$ cat config.mk
export PLATFORM = sky130hd
export DESIGN_NAME = aer_severity_and_correctable_status
export DESIGN_NICKNAME = d
export VERILOG_FILES = /design/src/aer_pkg.sv /design/src/aer_sticky_reg.sv /design/src/aer_severity_and_correctable_status.sv
export SDC_FILE = /design/constraint.sdc
export NUM_CORES = 1
export LEC_CHECK = 0
export BUFFER_PORTS_ARGS = -buffer_cell sky130_fd_sc_hd__buf_2
export CAP_MARGIN = 20
export CORE_MARGIN = 8
export CORE_UTILIZATION = 48
export CTS_CLUSTER_SIZE = 20
export DETAILED_ROUTE_END_ITERATION = 16
export PLACE_DENSITY = 0.8
export SLEW_MARGIN = 20
export SYNTH_ARGS = -nofsm -noshare
export SYNTH_HDL_FRONTEND = slang
export SYNTH_SLANG_ARGS = --single-unit
$ cat constraint.sdc
create_clock -name clk_i -period 4.2 [get_ports clk_i]
set_input_delay 0.63 -clock clk_i [delete_from_list [all_inputs] [get_ports clk_i]]
set_output_delay 0.63 -clock clk_i [all_outputs]
set_load 0.03 [all_outputs]
$ cat src/aer_pkg.sv
package aer_pkg;
   // register byte addresses
   localparam logic [11:0] OFS_UNC_SEVERITY = 12'h10c;
   localparam logic [11:0] OFS_COR_STATUS = 12'h110;
   localparam logic [11:0] OFS_UNC_MASK = 12'h104;
   localparam logic [11:0] OFS_COR_MASK = 12'h114;
   localparam logic [11:0] OFS_ERR_CTRL = 12'h118;
   localparam logic [11:0] OFS_UNC_STATUS = 12'h100;
   // severity layout: writable bits and reset value
   localparam logic [31:0] SEV_WR_MASK = 32'h003f3031;
   localparam logic [31:0] SEV_RESET = 32'h00062030;
   // correctable status bits
   localparam logic [31:0] COR_WR_MASK = 32'h000031c1;
   localparam logic [31:0] COR_MASK_RESET = 32'h00002000;
   // uncorrectable events that can occur
   localparam logic [31:0] UNC_WR_MASK = 32'h003f3030;
   localparam logic [31:0] ZERO_WORD = 32'h00000000;
   localparam logic [4:0] PTR_RESET = 5'h00;

   // one error report towards the root complex
   typedef struct packed {
      logic fatal;
      logic nonfatal;
      logic correctable;
   } aer_report_s;

   // register access from software
   typedef struct packed {
      logic [11:0] addr;
      logic [31:0] wdata;
      logic wr;
      logic rd;
   } aer_bus_s;
endpackage

$ cat src/aer_sticky_reg.sv
// sticky word; only the power-on reset clears it, hot reset leaves it
module aer_sticky_reg (
   // clock and power-on reset
   input wire logic clk_i,
   input wire logic resetn_i,
   // control
   input wire logic [31:0] rst_val_i,
   input wire logic [31:0] d_i,
   input wire logic en_i,
   // value
   output logic [31:0] q_o
);
   logic [31:0] q_q;
   logic init_q;

   // reset takes a constant; the reset value is loaded on the first edge
   always_ff @(posedge clk_i or negedge resetn_i) begin
      if (!resetn_i) begin
         q_q <= 32'h00000000;
         init_q <= 1'b0;
      end else if (!init_q) begin
         q_q <= rst_val_i;
         init_q <= 1'b1;
      end else if (en_i) begin
         q_q <= d_i;
      end
   end

   assign q_o = q_q;
endmodule

$ cat src/aer_severity_and_correctable_status.sv
// Behaviour
// - unmasked uncorrectable event uses its severity bit to pick the report class
// - severity bit one reports the event as fatal
// - severity bit zero reports the event as non-fatal
// - masked uncorrectable events produce no report
// - bits 4,5,13,17,18 are sticky read-write, reset to one
// - bits 12,16,19,20,21 are sticky read-write, reset to zero
// - completion timeout severity bit 14 reads zero always
// - completer abort severity bit 15 reads zero always
// - severity bit 0 is sticky storage, resets zero, no effect
// - receiver error sets status bit 0, write one clears
// - bad transaction packet sets status bit 6, write one clears
// - bad link packet sets status bit 7, write one clears
// - replay rollover sets status bit 8, write one clears
// - replay timer expiry sets status bit 12, write one clears
// - advisory non-fatal error sets status bit 13, write one clears
// - masked correctable event sets status but sends no report
// - masked uncorrectable event still sets its status bit, no pointer update, no report
// - five-bit sticky pointer holds bit of first reported error
module aer_severity_and_correctable_status (
   // clock and power-on reset
   input wire logic clk_i,
   input wire logic resetn_i,
   // hot or link reset, synchronous, clears nothing sticky
   input wire logic hot_reset_i,
   // register port
   input wire logic [11:0] addr_i,
   input wire logic [31:0] wdata_i,
   input wire logic wr_i,
   input wire logic rd_i,
   output logic [31:0] rdata_o,
   // error events, one-cycle pulses from link logic
   input wire logic [31:0] unc_event_i,
   input wire logic [31:0] cor_event_i,
   // reports to the root complex, one-cycle pulses
   output logic rep_fatal_o,
   output logic rep_nonfatal_o,
   output logic rep_correctable_o
);
   aer_pkg::aer_bus_s bus;
   aer_pkg::aer_report_s rep_q;
   logic [31:0] sev_q, sev_d;
   logic sev_en;
   logic [31:0] cor_q, cor_d, cormask_q, uncmask_q, uncst_q;
   logic [4:0] ptr_q;
   logic ptr_valid_q;
   logic [31:0] unc_live, unc_fire, cor_set, cor_clr;
   logic [31:0] rdata_q;
   logic init_q;

   assign bus = '{addr: addr_i, wdata: wdata_i, wr: wr_i, rd: rd_i};

   // lowest set bit index, used for the first error pointer
   function automatic logic [4:0] low_bit(input logic [31:0] v);
      logic [4:0] r;
      r = 5'h00;
      for (int i = 31; i >= 0; i--) begin
         if (v[i]) r = 5'(i);
      end
      return r;
   endfunction

   function automatic logic hit(input logic [11:0] a, input logic [11:0] o);
      return a == o;
   endfunction

   // severity: read-only bits forced to zero by the write mask
   // sticky writable fatal bits
   assign sev_en = bus.wr && hit(bus.addr, aer_pkg::OFS_UNC_SEVERITY);
   assign sev_d = bus.wdata & aer_pkg::SEV_WR_MASK;

   // severity kept in a power-on-only sticky word
   aer_sticky_reg u_sev (
      .clk_i(clk_i),
      .resetn_i(resetn_i),
      .rst_val_i(aer_pkg::SEV_RESET),
      .d_i(sev_d),
      .en_i(sev_en),
      .q_o(sev_q)
   );

   // mask words and reset loading; masks are sticky as well,
   // so hot_reset_i leaves them alone
   always_ff @(posedge clk_i or negedge resetn_i) begin
      if (!resetn_i) begin
         init_q <= 1'b0;
         cormask_q <= 32'h00000000;
         uncmask_q <= 32'h00000000;
      end else if (!init_q) begin
         init_q <= 1'b1;
         cormask_q <= aer_pkg::COR_MASK_RESET;
      end else if (bus.wr) begin
         if (hit(bus.addr, aer_pkg::OFS_COR_MASK)) begin
            cormask_q <= bus.wdata & aer_pkg::COR_WR_MASK;
         end
         if (hit(bus.addr, aer_pkg::OFS_UNC_MASK)) begin
            uncmask_q <= bus.wdata & aer_pkg::UNC_WR_MASK;
         end
      end
   end

   // correctable status: set wins over write-one-to-clear
   // every correctable event bit in COR_WR_MASK
   assign cor_set = cor_event_i & aer_pkg::COR_WR_MASK;
   assign cor_clr = (bus.wr && hit(bus.addr, aer_pkg::OFS_COR_STATUS)) ?
                    (bus.wdata & aer_pkg::COR_WR_MASK) : aer_pkg::ZERO_WORD;
   assign cor_d = (cor_q & ~cor_clr) | cor_set;

   // status cleared by power-on reset or write one, not by hot reset
   always_ff @(posedge clk_i or negedge resetn_i) begin
      if (!resetn_i) begin
         cor_q <= 32'h00000000;
      end else begin
         cor_q <= cor_d;
      end
   end

   // uncorrectable status: masking does not hide it
   // status set regardless of mask
   always_ff @(posedge clk_i or negedge resetn_i) begin
      if (!resetn_i) begin
         uncst_q <= 32'h00000000;
      end else begin
         uncst_q <= (uncst_q & ~((bus.wr && hit(bus.addr, aer_pkg::OFS_UNC_STATUS)) ?
                     bus.wdata : aer_pkg::ZERO_WORD)) | (unc_event_i & aer_pkg::UNC_WR_MASK);
      end
   end

   assign unc_live = unc_event_i & aer_pkg::UNC_WR_MASK & ~uncmask_q;
   assign unc_fire = unc_live;

   // first error pointer, reloadable once its status bit is cleared
   // latch first reported bit
   always_ff @(posedge clk_i or negedge resetn_i) begin
      if (!resetn_i) begin
         ptr_q <= aer_pkg::PTR_RESET;
         ptr_valid_q <= 1'b0;
      end else if (!ptr_valid_q || !uncst_q[ptr_q]) begin
         if (unc_fire != aer_pkg::ZERO_WORD) begin
            ptr_q <= low_bit(unc_fire);
            ptr_valid_q <= 1'b1;
         end else begin
            ptr_valid_q <= 1'b0;
         end
      end
   end

   // reports; hot reset only quiets the pulses
   // severity selects class
   always_ff @(posedge clk_i or negedge resetn_i) begin
      if (!resetn_i) begin
         rep_q <= '{fatal: 1'b0, nonfatal: 1'b0, correctable: 1'b0};
      end else if (hot_reset_i) begin
         rep_q <= '{fatal: 1'b0, nonfatal: 1'b0, correctable: 1'b0};
      end else begin
         rep_q.fatal <= |(unc_fire & sev_q);
         rep_q.nonfatal <= |(unc_fire & ~sev_q);
         rep_q.correctable <= |(cor_set & ~cormask_q);
      end
   end

   // read data, valid the cycle after the strobe only
   // unmapped and reserved read zero
   always_ff @(posedge clk_i or negedge resetn_i) begin
      if (!resetn_i) begin
         rdata_q <= 32'h00000000;
      end else if (bus.rd) begin
         unique case (bus.addr)
            aer_pkg::OFS_UNC_SEVERITY: rdata_q <= sev_q & aer_pkg::SEV_WR_MASK;
            aer_pkg::OFS_COR_STATUS: rdata_q <= cor_q;
            aer_pkg::OFS_COR_MASK: rdata_q <= cormask_q;
            aer_pkg::OFS_UNC_MASK: rdata_q <= uncmask_q;
            aer_pkg::OFS_UNC_STATUS: rdata_q <= uncst_q;
            aer_pkg::OFS_ERR_CTRL: rdata_q <= {27'h0000000, ptr_q};
            default: rdata_q <= 32'h00000000;
         endcase
      end else begin
         rdata_q <= 32'h00000000;
      end
   end

   assign rdata_o = rdata_q;
   assign rep_fatal_o = rep_q.fatal;
   assign rep_nonfatal_o = rep_q.nonfatal;
   assign rep_correctable_o = rep_q.correctable;
endmodule

# After elaboration in Yosys (flattened, before gate mapping)
# Index checks and enable logic that the tools add are counted.
# Widths: inputs -> output; s select.
# word_totals
regBits,180
input_bits,113
elab_cells,93
# classes
order_cmp,1
eq_ne,9
n_mux,45
bitwise,13
n_reduce_logical,13
# op_table
op,count
$mux 32,7
$pmux 32 s6,1
$mux 5,32
$and 32x32->32,4
$not 32->32,3
$reduce_or 32->1,3
$eq 12x9->1 const B,6
$and 14x32->32,1
$and 22x32->32,1
$not 14->32,1
$not 22->32,1
$or 32x14->32,1
$or 32x22->32,1
$reduce_bool 32->1,1
$mux 14,1
$lt 5x6->1 const B,1
$ne 2x2->1 const B,3
$bmux 1 s5,1
$reduce_and 2->1,2
$logic_and 1x1->1,3
$mux 3,1
$reduce_and 3->1,1
$logic_not 1->1,2
$mux 1,2
$logic_or 1x1->1,1

# Longest topological paths before layout
# depth
word_depth,34
depth_mapped,8
ltp_nobuf,6

# Hierarchy
# A second synthesis with hierarchy kept.
# hier_totals
hier_cells,537
area_unflattened_um2,6004.5
# modules_own_cells
module,n_inst,cells_each,area_each_um2,seq_area_each_um2
aer_severity_and_correctable_status,1,396,4469.3,2402.3
aer_sticky_reg,1,141,1535.2,825.8

# Worst setup path before layout
# Ideal clock, no wire load.
# synth_timing
kind,input to register
from,in addr_i[1]
to,reg uncst_q[12]
arrival_ps,2131
required_ps,4082
setup_slack_ps,1951
stages,7
n_path_buf,1
cell_sequence,nor3_1 -> nand4_1 -> or3_1 -> nor3b_2 -> clkbuf_1 -> nand2_1 -> a21o_1
# synth_via
elab_chain_cells,6
# synth_lines
item,line_no,rtl
"start, declared",aer_severity_and_correctable_status.sv:27,"input wire logic [11:0] addr_i,"
$eq 12x9->1,aer_severity_and_correctable_status.sv:64,return a == o;
$logic_and 1x1->1,aer_severity_and_correctable_status.sv:124,"uncst_q <= (uncst_q & ~((bus.wr && hit(bus.addr, aer_pkg::OFS_UNC_STATUS)) ?"
$mux 32,aer_severity_and_correctable_status.sv:124,
$not 32->32,aer_severity_and_correctable_status.sv:124,
$and 32x32->32,aer_severity_and_correctable_status.sv:124,
$or 32x22->32,aer_severity_and_correctable_status.sv:125,bus.wdata : aer_pkg::ZERO_WORD)) | (unc_event_i & aer_pkg::UNC_WR_MASK);
"end signal, assigned",aer_severity_and_correctable_status.sv:124,
"end, declared",aer_severity_and_correctable_status.sv:44,"logic [31:0] cor_q, cor_d, cormask_q, uncmask_q, uncst_q;"
# No other way between the ends.
# A chain may end at the register's enable or synchronous reset.

# Worst setup path in the final report
# layout_timing
from,reg ptr_q[0]
to,reg ptr_q[0]
# layout_via
elab_chain_cells,5
# layout_lines
item,line_no,rtl
"start, declared",aer_severity_and_correctable_status.sv:45,logic [4:0] ptr_q;
"start signal, assigned",aer_severity_and_correctable_status.sv:136,ptr_q <= aer_pkg::PTR_RESET;
"start signal, assigned",aer_severity_and_correctable_status.sv:140,ptr_q <= low_bit(unc_fire);
$bmux 1 s5,aer_severity_and_correctable_status.sv:138,end else if (!ptr_valid_q || !uncst_q[ptr_q]) begin
$mux 1 (not written as such),aer_severity_and_correctable_status.sv:138,
$logic_not 1->1,aer_severity_and_correctable_status.sv:138,
$logic_or 1x1->1,aer_severity_and_correctable_status.sv:138,
$reduce_and 2->1 (no source line),--,
# No other way between the ends. The select of a mux whose other input is x is not followed.

==> summary.md <==
| Metric | Value |
|---|---|
| Pleak | `0.002614 uW` |
| Die Span X | `116.7 um` |
| Hold-fix buffers, CTS | `0` |
| Clock network power share | `0.304` |
| Flop pwr share | `0.551` |
| Final setup violation count | `0` |
| Area growth from synthesis to layout | `16.65%` |
| Total core area | `0.009819 mm^2` |
| Number of I/O port buffers | `99` |
| Post-synth top area share | `0.5497` |
| Worst VDD drop | `0.0002300 V` |
| Top-count cell post-synth | `dfrtp_1` |
| Area after DPL | `0.005465 mm^2` |
| FMAX | `351.7 MHz` |
| Number of enable flip-flop cells after synthesis | `0` |
| Synth Flop Type | `dfrtp_1` |
| First drt pass iteration count | `4` |
| Top Ports | `148` |
| H-tree levels | `3` |
| Final Hold Fails | `0` |
| Clock root cell | `clkbuf_8` |
| CTS tree | `built` |
| Setup Crit Path Kind | `reg -> reg` |
| Pint | `1479 uW` |
| Pre-CTS setup slack | `1318 ps` |
| Largest area contributor in the netlist | `dfrtp_1` |
| Final design area excluding fillers | `0.005682 mm^2` |
| Psw | `559.8 uW` |
| Post-cts sizing count | `0` |
| Seq cells post-synth | `107` |
| Worst skew pair latency | `380 ps` |
| Largest net degree at the start of global routing | `82` |
| Vias | `3,799` |
| Drt wl/cell | `18.60 um` |
| CP Buf/Inv Count | `0` |
| Gpl congestion | `0.9185` |
| Post CTS Setup Buffer Count | `0` |
| Worst rel slew slack | `0.4012` |
| Seq/Total Area, Yosys | `0.5497` |
| Detailed Route Iter0 Violations | `285` |
| Post-synth ARST share | `1.000` |
| Post-route setup slack | `1357 ps` |
| Slowest CP cell | `dfrtp_1` |
| Synth cell types | `51` |
| Initial Util | `0.4960` |
| Initial antenna violation count | `1` |
| Crit path cell chain | `mux2_2, mux4_2, o21ai_1, a211oi_2, a21oi_2, mux2_4` |
| Inserted Clock Buffers | `9` |
| GRT Overall Usage | `0.1910` |
| Slew Limit Fails | `0` |
| Logic pwr share | `0.145` |
| Post-route insts no fill | `672` |
| Classification of the worst-slack hold path | `in -> async` |
| # rows | `36` |
| Tcrit/Tclk final | `0.6770` |
| Syn Area/Cell | `11.12 um^2` |
| Die H | `116.7 um` |
| Max-cap violation count | `0` |
| Number of global-route vias before repair | `4,053` |
| Crit path required time | `4460 ps` |
| Global-route wire length before repair | `19,940 um` |
| Total global routing overflow | `0` |
| Antenna-violating nets left | `0` |
| Worst-path clk slew | `90 ps` |
| Crit end category | `register` |
| Crit-path max cell delay | `940 ps` |
| Outcome | `finished, final reports clean` |
| Total wire length | `12,500 um` |
| Via-per-instance ratio | `5.653` |
| DP Wirelength | `8953 um` |
| Die area | `0.01363 mm^2` |
| Nets | `646` |
| Post-Place Cells | `654` |
| Syn. warnings | `0` |
| Mapped Area | `0.004871 mm^2` |
| Slew @ Worst Pin | `898.3 ps` |
| RSZ-0062 raised after global routing | `false` |
| Most instantiated cells after synthesis | `dfrtp_1 (107), nor2_1 (40), nand2_1 (39)` |
| Setup_tns | `0 ps` |
| Crit Path Max Fanout | `17` |
| Power Density | `358.8 mW/mm^2` |
| Mapped Cells | `438` |
| CP arrival | `3100 ps` |
| Synth top area cells | `dfrtp_1 (55%), mux2_2 (5.8%), a21boi_0 (4.3%), nor2_1 (3.1%), nand2_1 (3.0%)` |
| Sw frac | `0.2746` |
| Clock period minus worst slack | `2843 ps` |
| Syn nets | `551` |
| Critical path's top delay family | `multiplexers` |
| Final core utilization | `0.5786` |
| Clk sinks | `107` |
| Max clock buf depth | `2` |
| CP Launch Type | `register` |
| Share of cells above drive strength 1 | `0.2862` |
| Drt drc | `0` |
| Clock skew | `13.82 ps` |
## per-stage QoR
step | total power [uW] | hold WS, ps
floorplan | 1349 | 334.4
global placement | 1422 | 461.3
detailed placement | 1432 | 466.0
CTS | 2048 | 415.8
global route | 2121 | 131.5
finish | 2038 | 134.8
## sequential cells by signal, summed over array words and instances (netlist names)
| signal | cells |
|---|---|
| init_q | 1 |
| uncmask_q | 10 |
| rdata_o | 32 |
| cor_q | 6 |
| rep_fatal_o | 1 |
| rep_nonfatal_o | 1 |
| rep_correctable_o | 1 |
| ptr_valid_q | 1 |
| cormask_q | 6 |
| ptr_q | 5 |
| u_sev.q_o | 11 |
| uncst_q | 32 |
## cells in the final DEF, fill, tap and decap left out, types with 4 or more instances in the layout
master and instances:
nor2_1 40, inv_1 13, nand3_1 4, nand2_1 39, nor3_1 8, buf_4 5, mux4_2 5, a21o_1 16
o21ai_0 13, nand2b_1 8, nor2b_1 15, dfrtp_1 107, o22ai_1 4, a21oi_1 10, a22o_1 5, a21boi_0 28
mux2i_1 14, a22oi_1 12, buf_2 98, clkbuf_8 9, and2_1 17, mux2_2 25
## metal layers
| layer | routed length, um | global-route usage | vias up |
|---|---|---|---|
| li1 | - | - | 1735 |
| met1 | 5202 | 0.2286 | 1896 |
| met2 | 6072 | 0.3156 | 141 |
| met3 | 869 | 0.04447 | 27 |
| met4 | 352 | 0.09812 | 0 |
| met5 | 0 | 0 | - |
## cell type report
cell class | count | area (um^2)
Inverter | 13 | 48.80
Timing Repair Buffer | 104 | 555.5
Antenna cell | 1 | 2.502
Sequential cell | 107 | 2678
Fill cell | 877 | 4138
Clock inverter | 4 | 51.30
Clock buffer | 12 | 135.1
Multi-Input combinational cell | 298 | 2044
Tap cell | 133 | 166.4
## cells by family after synthesis
| kind of cell | Yosys count | synth area share |
|---|---|---|
| AND/OR/NAND/NOR | 145 | 0.1477 |
| flip-flops | 107 | 0.5497 |
| other | 1 | 0.0007699 |
| AO/OA/AOI/OAI | 106 | 0.1562 |
| multiplexers | 46 | 0.1151 |
| buffers and inverters | 33 | 0.03057 |
## power groups by stage
stage / Clock [uW] / Sequential, uW / Combinational (uW)
2_1_floorplan: 0 / 1090 / 260
3_3_place_gp: 0 / 1140 / 280
3_5_place_dp: 0 / 1140 / 288
4_1_cts: 633 / 1120 / 292
5_1_grt: 670 / 1130 / 322
6_report: 620 / 1120 / 295
## path summary, 6_finish.rpt
path / from / endpoint / slack [ps] / cells after the start
worst max-delay path: ptr_q[0] / ptr_q[0] / 1360 / 6
worst min-delay path: resetn_i / rdata_o[11] / 130 / 1
worst max register to register: ptr_q[0] / ptr_q[0] / 1360 / 6
worst min register to register: cor_q[13] / cor_q[13] / 490 / 1
max in group asynchronous: resetn_i / u_sev.q_o[19] / 3060 / 3
min in group clk_i: wdata_i[22] / uncst_q[22] / 420 / 2
## worst reg2reg max path, delay by kind of cell (launching register included)
kind / cells / cell delay (ps)
flops: 1 / 940
compound gates: 3 / 570
mux: 3 / 1240
(Power assumes the default switching activity.)
